<file path="src/shared/return_exec_defines.svh">
// constants for the return-instruction execute block
`ifndef RETURN_EXEC_DEFINES_SVH
`define RETURN_EXEC_DEFINES_SVH

`define PC_WIDTH          21
`define STACK_DEPTH       31
`define STACK_PTR_WIDTH   5
`define DATA_WIDTH        8

// 0000 0000 0001 000s and 0000 0000 0001 001s, s in bit 0
`define OP_IRQ_EXIT       16'h0010
`define OP_SUB_EXIT       16'h0012
`define OP_FAST_MASK      16'hfffe
`define OP_FAST_BIT       0
// 0000 1100 kkkk kkkk
`define OP_LIT_UPPER      8'h0c

`define PC_RESET          21'h00_0000
`define DATA_RESET        8'h00
`define PTR_RESET         5'h00
`define PTR_ONE           5'h01
`define PTR_TWO           5'h02
`define PTR_FULL          5'h1f

`endif

</file>
<file path="src/shared/return_exec_pkg.sv">
// types shared by the return-instruction execute block
package return_exec_pkg;

    typedef enum logic [1:0] {
        PH_Q1,
        PH_Q2,
        PH_Q3,
        PH_Q4
    } phase_type;

    typedef enum logic [1:0] {
        RET_NONE,
        RET_IRQ,
        RET_SUB,
        RET_LIT
    } ret_kind_type;

endpackage : return_exec_pkg
</file>
<file path="src/rtl/return_instruction_exec.sv">
// decode and execute of the three return instructions, with return stack
// Overview of operation
// (RL1) irq_exit_op pops the stack and loads stack_top_value into the pc.
// (RL2) irq_exit_op sets the high or low global enable, no other flags.
// (RL3) irq_exit_op with fast bit 1 restores working, flags, bank_select.
// (RL4) subroutine return pops the stack, stack_top_value goes to the pc.
// (RL5) subroutine return, fast bit 1, restores from shadows; flags else kept.
// (RL6) fast bit 0: working, flags and bank_select are not restored.
// (RL7) returns never alter pc_upper_latch or pc_high_latch.
// (RL8) literal_exit_op writes its 8-bit literal to working and pops the pc.
// (RL9) return stack is last-in first-out; pop exposes the next-lower entry.
// (RL10) returns take two cycles: pop in Q4, second cycle a forced no-op.
`timescale 1ns/100ps
`include "return_exec_defines.svh"
module return_instruction_exec
    import return_exec_pkg::*;
(
    input  wire logic                       clk_sys,
    input  wire logic                       rst_b,
    input  wire logic                       instr_valid,
    input  wire logic [15:0]                instr_word,
    input  wire logic                       push_req,
    input  wire logic [`PC_WIDTH-1:0]       push_value,
    input  wire logic                       core_write_working,
    input  wire logic                       core_write_flags,
    input  wire logic                       core_write_bank,
    input  wire logic                       core_write_latch_upper,
    input  wire logic                       core_write_latch_high,
    input  wire logic [`DATA_WIDTH-1:0]     core_write_data,
    input  wire logic [`DATA_WIDTH-1:0]     working_shadow,
    input  wire logic [`DATA_WIDTH-1:0]     flags_shadow,
    input  wire logic [`DATA_WIDTH-1:0]     bank_select_shadow,
    input  wire logic                       clear_high_prio_enable,
    input  wire logic                       clear_low_prio_enable,
    output logic [1:0]                      phase,
    output logic                            instr_ready,
    output logic                            push_ready,
    output logic                            fetch_flush,
    output logic                            pc_load,
    output logic [`PC_WIDTH-1:0]            pc_value,
    output logic [`PC_WIDTH-1:0]            stack_top_value,
    output logic [`STACK_PTR_WIDTH-1:0]     stack_count,
    output logic [`DATA_WIDTH-1:0]          working_reg,
    output logic [`DATA_WIDTH-1:0]          flags_reg,
    output logic [`DATA_WIDTH-1:0]          bank_select,
    output logic [`DATA_WIDTH-1:0]          pc_upper_latch,
    output logic [`DATA_WIDTH-1:0]          pc_high_latch,
    output logic                            high_prio_global_irq_enable,
    output logic                            low_prio_global_irq_enable
);

    // ========================================================
    // decode
    function automatic ret_kind_type decode_ret(input logic [15:0] w);
        if ((w & `OP_FAST_MASK) == `OP_IRQ_EXIT) begin
            decode_ret = RET_IRQ;
        end else if ((w & `OP_FAST_MASK) == `OP_SUB_EXIT) begin
            decode_ret = RET_SUB;
        end else if (w[15:8] == `OP_LIT_UPPER) begin
            decode_ret = RET_LIT;
        end else begin
            decode_ret = RET_NONE;
        end
    endfunction : decode_ret
    phase_type                   phase_q;
    ret_kind_type                kind_q;
    logic                        fast_q;
    logic [`DATA_WIDTH-1:0]      literal_q;
    logic                        flush_q;
    logic                        pc_load_q;
    logic [`PC_WIDTH-1:0]        pc_q;
    logic [`PC_WIDTH-1:0]        top_q;
    logic [`PC_WIDTH-1:0]        stack_mem [0:`STACK_DEPTH-2];
    logic [`STACK_PTR_WIDTH-1:0] count_q;
    logic [`DATA_WIDTH-1:0]      working_q, flags_q, bank_q;
    logic [`DATA_WIDTH-1:0]      latch_upper_q, latch_high_q;
    logic                        gie_high_q, gie_low_q;
    logic                        take, do_pop, do_push, fast_restore;
    // instructions are taken only in Q1 and never during the forced no-op
    assign instr_ready  = (phase_q == PH_Q1) && !flush_q;
    assign take         = instr_ready && instr_valid;
    assign do_pop       = (phase_q == PH_Q4) && (kind_q != RET_NONE); // RL10
    // a pop and a push in one cycle would race on the top entry
    assign push_ready   = !do_pop && (count_q != `PTR_FULL);
    assign do_push      = push_req && push_ready;
    assign fast_restore = do_pop && fast_q && (kind_q != RET_LIT);  // RL3 RL5 RL6
    assign phase           = phase_q;
    assign fetch_flush     = flush_q;
    assign pc_load         = pc_load_q;
    assign pc_value        = pc_q;
    assign stack_top_value = top_q;
    assign stack_count     = count_q;
    assign working_reg     = working_q;
    assign flags_reg       = flags_q;
    assign bank_select     = bank_q;
    assign pc_upper_latch  = latch_upper_q;
    assign pc_high_latch   = latch_high_q;
    assign high_prio_global_irq_enable = gie_high_q;
    assign low_prio_global_irq_enable  = gie_low_q;
    // ========================================================
    // phase sequencer and instruction capture
    always_ff @(posedge clk_sys) begin
        if (!rst_b) begin
            phase_q <= PH_Q1;
        end else begin
            case (phase_q)
                PH_Q1:   phase_q <= PH_Q2;
                PH_Q2:   phase_q <= PH_Q3;
                PH_Q3:   phase_q <= PH_Q4;
                default: phase_q <= PH_Q1;
            endcase
        end
    end
    always_ff @(posedge clk_sys) begin
        if (!rst_b) begin
            kind_q    <= RET_NONE;
            fast_q    <= 1'b0;
            literal_q <= `DATA_RESET;
        end else if (take) begin
            kind_q    <= decode_ret(instr_word);
            fast_q    <= instr_word[`OP_FAST_BIT];
            literal_q <= instr_word[`DATA_WIDTH-1:0];
        end else if (do_pop) begin
            kind_q    <= RET_NONE;
        end
    end
    // second instruction cycle runs as a no-op while fetch refills
    always_ff @(posedge clk_sys) begin
        if (!rst_b) begin
            flush_q <= 1'b0;
        end else if (do_pop) begin
            flush_q <= 1'b1; // RL10
        end else if (phase_q == PH_Q4) begin
            flush_q <= 1'b0;
        end
    end

    // ========================================================
    // program counter load; latches are left alone
    always_ff @(posedge clk_sys) begin
        if (!rst_b) begin
            pc_q      <= `PC_RESET;
            pc_load_q <= 1'b0;
        end else begin
            pc_load_q <= do_pop;
            if (do_pop) begin
                pc_q <= top_q; // RL1 RL4 RL8
            end
        end
    end
    always_ff @(posedge clk_sys) begin
        if (!rst_b) begin
            latch_upper_q <= `DATA_RESET;
            latch_high_q  <= `DATA_RESET;
        end else begin
            // only core writes reach the latches, never a return RL7
            if (core_write_latch_upper) begin
                latch_upper_q <= core_write_data;
            end
            if (core_write_latch_high) begin
                latch_high_q <= core_write_data;
            end
        end
    end
    // return stack: top held apart, lower entries in the array
    always_ff @(posedge clk_sys) begin
        if (!rst_b) begin
            top_q   <= `PC_RESET;
            count_q <= `PTR_RESET;
        end else if (do_pop) begin
            // underflow leaves zero on top
            if (count_q >= `PTR_TWO) begin
                top_q <= stack_mem[count_q - `PTR_TWO]; // RL9
            end else begin
                top_q <= `PC_RESET;
            end
            if (count_q != `PTR_RESET) begin
                count_q <= count_q - `PTR_ONE;
            end
        end else if (do_push) begin
            top_q   <= push_value; // RL9
            count_q <= count_q + `PTR_ONE;
        end
    end
    always_ff @(posedge clk_sys) begin
        if (do_push && count_q != `PTR_RESET) begin
            stack_mem[count_q - `PTR_ONE] <= top_q; // RL9
        end
    end
    // ========================================================
    // working, flags and bank select
    always_ff @(posedge clk_sys) begin
        if (!rst_b) begin
            working_q <= `DATA_RESET;
        end else if (do_pop && kind_q == RET_LIT) begin
            working_q <= literal_q; // RL8
        end else if (fast_restore) begin
            working_q <= working_shadow; // RL3 RL5
        end else if (core_write_working) begin
            working_q <= core_write_data;
        end
    end
    always_ff @(posedge clk_sys) begin
        if (!rst_b) begin
            flags_q <= `DATA_RESET;
            bank_q  <= `DATA_RESET;
        end else begin
            if (fast_restore) begin
                flags_q <= flags_shadow; // RL3 RL5
            end else if (core_write_flags) begin
                flags_q <= core_write_data;
            end
            if (fast_restore) begin
                bank_q <= bank_select_shadow; // RL3 RL5
            end else if (core_write_bank) begin
                bank_q <= core_write_data;
            end
        end
    end
    // global enables: high priority first, else low; set beats clear
    always_ff @(posedge clk_sys) begin
        if (!rst_b) begin
            gie_high_q <= 1'b0;
            gie_low_q  <= 1'b0;
        end else begin
            if (do_pop && kind_q == RET_IRQ && !gie_high_q) begin
                gie_high_q <= 1'b1; // RL2
            end else if (clear_high_prio_enable) begin
                gie_high_q <= 1'b0;
            end
            if (do_pop && kind_q == RET_IRQ && gie_high_q) begin
                gie_low_q <= 1'b1; // RL2
            end else if (clear_low_prio_enable) begin
                gie_low_q <= 1'b0;
            end
        end
    end
endmodule : return_instruction_exec

</file>
<file path="config.mk">
export PLATFORM = sky130hd
export DESIGN_NAME = return_instruction_exec
export DESIGN_NICKNAME = d
export VERILOG_FILES = /design/src/shared/return_exec_pkg.sv /design/src/rtl/return_instruction_exec.sv
export VERILOG_INCLUDE_DIRS = /design/src /design/src/shared
export SDC_FILE = /design/constraint.sdc
export NUM_CORES = 1
export LEC_CHECK = 0
export ABC_AREA = 0
export BUFFER_PORTS_ARGS = -buffer_cell sky130_fd_sc_hd__buf_4
export CAP_MARGIN = 20
export CORE_MARGIN = 2
export CORE_UTILIZATION = 35
export CTS_CLUSTER_DIAMETER = 120
export DETAILED_ROUTE_END_ITERATION = 12
export RECOVER_POWER = 50
export SYNTH_ARGS = -nofsm -noshare
export SYNTH_HDL_FRONTEND = slang
export SYNTH_SLANG_ARGS = --single-unit
</file>
<file path="constraint.sdc">
create_clock -name clk_sys -period 7.9 [get_ports clk_sys]
set_clock_uncertainty 0.15 [all_clocks]
set_input_delay 0 -clock clk_sys [delete_from_list [all_inputs] [get_ports clk_sys]]
set_output_delay 0 -clock clk_sys [all_outputs]
set_load 0.02 [all_outputs]
</file>
==> impl_metrics.json <==
{
  "seq_area_frac_synth": 0.725,
  "grt_max_degree": 78,
  "die_w_microns": 292,
  "setup_tns_ns": 0,
  "grt_pass1_wl_microns": 112000,
  "instances_no_fill": 3164,
  "viasPerCell": 5.35,
  "cp.required_ns": 8.24,
  "crit_arrival_ns": 5.49,
  "ys.flop_type": "edfxtp_1",
  "largest_register_ffs": 630,
  "synth-edff-count": 630,
  "dp_cells": 2898,
  "leakage_nw": 11.5,
  "htree_num_levels": 3,
  "use_met2": 0.285,
  "numCtsBuffers": 78,
  "grt_antenna_before_repair": 1,
  "hpwlAfterDp_microns": 45200,
  "p_per_area_nw_per_um2": 257,
  "cts_tree": "done",
  "drtIter0Drc": 1531,
  "worstMarginPinSlew_ns": 3.42,
  "io_pins": 175,
  "p_comb_frac": 0.108,
  "min_period_over_period": 0.651,
  "avgSynthCellArea_sq_um": 17.0,
  "critPathCaptureType": "register",
  "drv_slew": 204,
  "critPathMaxFanout": 51,
  "wire_per_inst_microns": 23.8,
  "syn-cell-area_sq_um": 28900,
  "path_class": "register to register",
  "drive_above_1_share": 0.211,
  "clk_path_buf_depth": 3,
  "max_cap_viol_count": 5,
  "die_h_microns": 292,
  "period_needed_ns": 5.14,
  "drt_first_pass_iters": 5,
  "place_worst_setup_slack_ns": 3.35,
  "num_rows": 105,
  "clkPwrFrac": 0.407,
  "p_sw_w": 0.00214,
  "status": "finished, violations left",
  "syn_nets": 1801,
  "synth.ff_latch_count": 733,
  "core_sq_um": 82000,
  "synth-warning-count": 0,
  "hold_viol_final": 0,
  "hp-class": "input port to register",
  "synthArstFlopShare": 0,
  "regMostFlops": "stack_mem",
  "vias": 16900,
  "cts-root-buf": "clkbuf_16",
  "rrSetupSlack_ns": 2.76,
  "setup_viol": 0,
  "yosys.cell_types.count": 58,
  "io_buffer_count": 174,
  "remaining_drc_errors": 0,
  "p_seq_frac": 0.484,
  "syn_inst": 1707,
  "use_met1": 0.239,
  "slew_headroom": -1.28,
  "floorplan.initialDensity": 0.353,
  "cts_setup_buffers": 0,
  "grt_pass1_vias": 17200,
  "use_met3": 0.0331,
  "dieArea_sq_um": 85000,
  "vdd_drop_max_mv": 0.132,
  "p_int_w": 0.00689,
  "areaGrowthSynthToFinish_pct": 21.3,
  "clkTransAtPathRegs_ns": 0.06,
  "top_usage_layer": "met2",
  "cts_sinks": 733,
  "violations": "max-capacitance violations, max-slew violations",
  "setup_ws_ns": 2.76,
  "switching_share": 0.237,
  "detail-route-antenna-nets": 0,
  "ctsHoldBuffers": 117,
  "wl_microns": 75200,
  "startpoint_type": "register",
  "gp_congestion": 0.890,
  "grt-ovfl-total": 0,
  "post_cts_resized": 0,
  "rsz0062_at_grt": "no",
  "antenna-diode-count": 0,
  "clk_latency_ns": 0.62,
  "fin_nets": 2126,
  "grt_usage": 0.175,
  "max_freq_mhz": 194,
  "utilization": 0.428
}
-- final timing paths --
path                       start            endpoint  cells after the start
hold reg to reg     pc_value[20]        pc_value[20]                      2
setup / recovery  stack_count[0]  stack_top_value[9]                      7
setup reg to reg  stack_count[0]  stack_top_value[9]                      7
hold / removal     push_value[8]  stack_top_value[8]                      4
-- critical path, cell delays in order, from the launching register on --
cell and delay (ns):
dfxtp_1 1.41, buf_4 0.82, buf_4 0.85, nand2b_1 0.78
o32ai_1 0.48, nor4_1 0.08, a211oi_1 0.28, o21ai_1 0.10
-- power by group through the flow --
stage | sequential, W | combinational [W] | clock (W)
final | 0.00437 | 0.000980 | 0.00368
after global routing | 0.00438 | 0.00105 | 0.00389
after CTS | 0.00439 | 0.000988 | 0.00375
after detailed placement | 0.00447 | 0.000927 | 0
after global placement | 0.00447 | 0.000902 | 0
after floorplan | 0.00446 | 0.000577 | 0
-- layer usage --
metal	routed length, microns	share of wire
met1	32700	0.43
met2	35600	0.47
met3	5030	0.067
met4	1880	0.025
met5	0	0
-- cell families (layout without fill, tap and decap cells) --
| kind of cell | count (synthesis) | count (layout) | share of synthesized area |
|---|---|---|---|
| flops | 733 | 733 | 0.725 |
| xor+xnor | 9 | 9 | 0.00272 |
| compound gates | 303 | 303 | 0.0724 |
| simple gates | 299 | 299 | 0.0481 |
| mux | 228 | 228 | 0.126 |
| fa+ha+maj | 14 | 14 | 0.00605 |
| buf+inv | 121 | 508 | 0.0194 |
-- synth_stat cells, drive strengths merged (2+ instances only) --
cell type  number  share of area
a211o          24         0.0073
a211oi         59          0.015
a21boi          2        0.00052
a21oi          63          0.011
a22o           12         0.0036
a22oi          21         0.0054
buf            62          0.012
clkbuf         49         0.0064
dfxtp         103          0.071
edfxtp        630           0.65
ha             14         0.0061
inv            10         0.0013
mux2           45          0.018
mux2i          78          0.027
mux4          105          0.082
nand2          66         0.0086
nand2b          9         0.0019
nand3          12         0.0022
nand3b          6         0.0016
nand4           3        0.00065
nor2          134          0.017
nor2b          34         0.0074
nor3            7         0.0014
nor4           11         0.0026
nor4b           2        0.00082
o211a           2        0.00069
o21ai          47         0.0084
o221ai         26         0.0079
o22ai          23         0.0050
o2bb2ai         9         0.0027
o32ai          10         0.0033
or2             9         0.0019
xnor2           6         0.0018
xor2            3        0.00091
-- stage by stage --
stage          instance area (sq um)  total power (W)  hold WS, ns
4_1_cts                        35400          0.00913       0.0122
2_1_floorplan                  28900          0.00504     -0.00606
3_3_place_gp                   31600          0.00537       0.0863
3_5_place_dp                   31700          0.00540       0.0994
6_report                       35100          0.00903       0.0387
5_1_grt                        35100          0.00933       0.0486
-- placed cells by master (no fill, tap or decap), types with 11 or more instances in the layout --
cell type	instances
ha_1	13
a211o_1	24
mux2_2	32
a22o_1	12
clkinv_1	17
bufinv_16	11
a211oi_1	59
nor2_2	26
mux2_1	13
clkbuf_16	79
mux2i_1	78
mux4_2	105
dlygate4sd3_1	117
nand3_1	11
edfxtp_1	630
clkbuf_1	118
nor2_1	103
o21ai_1	25
buf_4	135
o21ai_0	20
nor2b_1	34
a22oi_1	21
o22ai_1	23
dfxtp_1	102
nand2_1	66
o221ai_1	26
a21oi_1	63
-- cell type report --
type	count	area (sq um)
Sequential cell	733	21000
Multi-Input combinational cell	853	7550
Timing Repair Buffer	356	2630
Inverter	10	37.5
Clock inverter	44	512
Fill cell	7285	46900
Clock buffer	98	2050
Tap cell	1070	1340
Note: power is estimated with default switching activity, not from simulation.
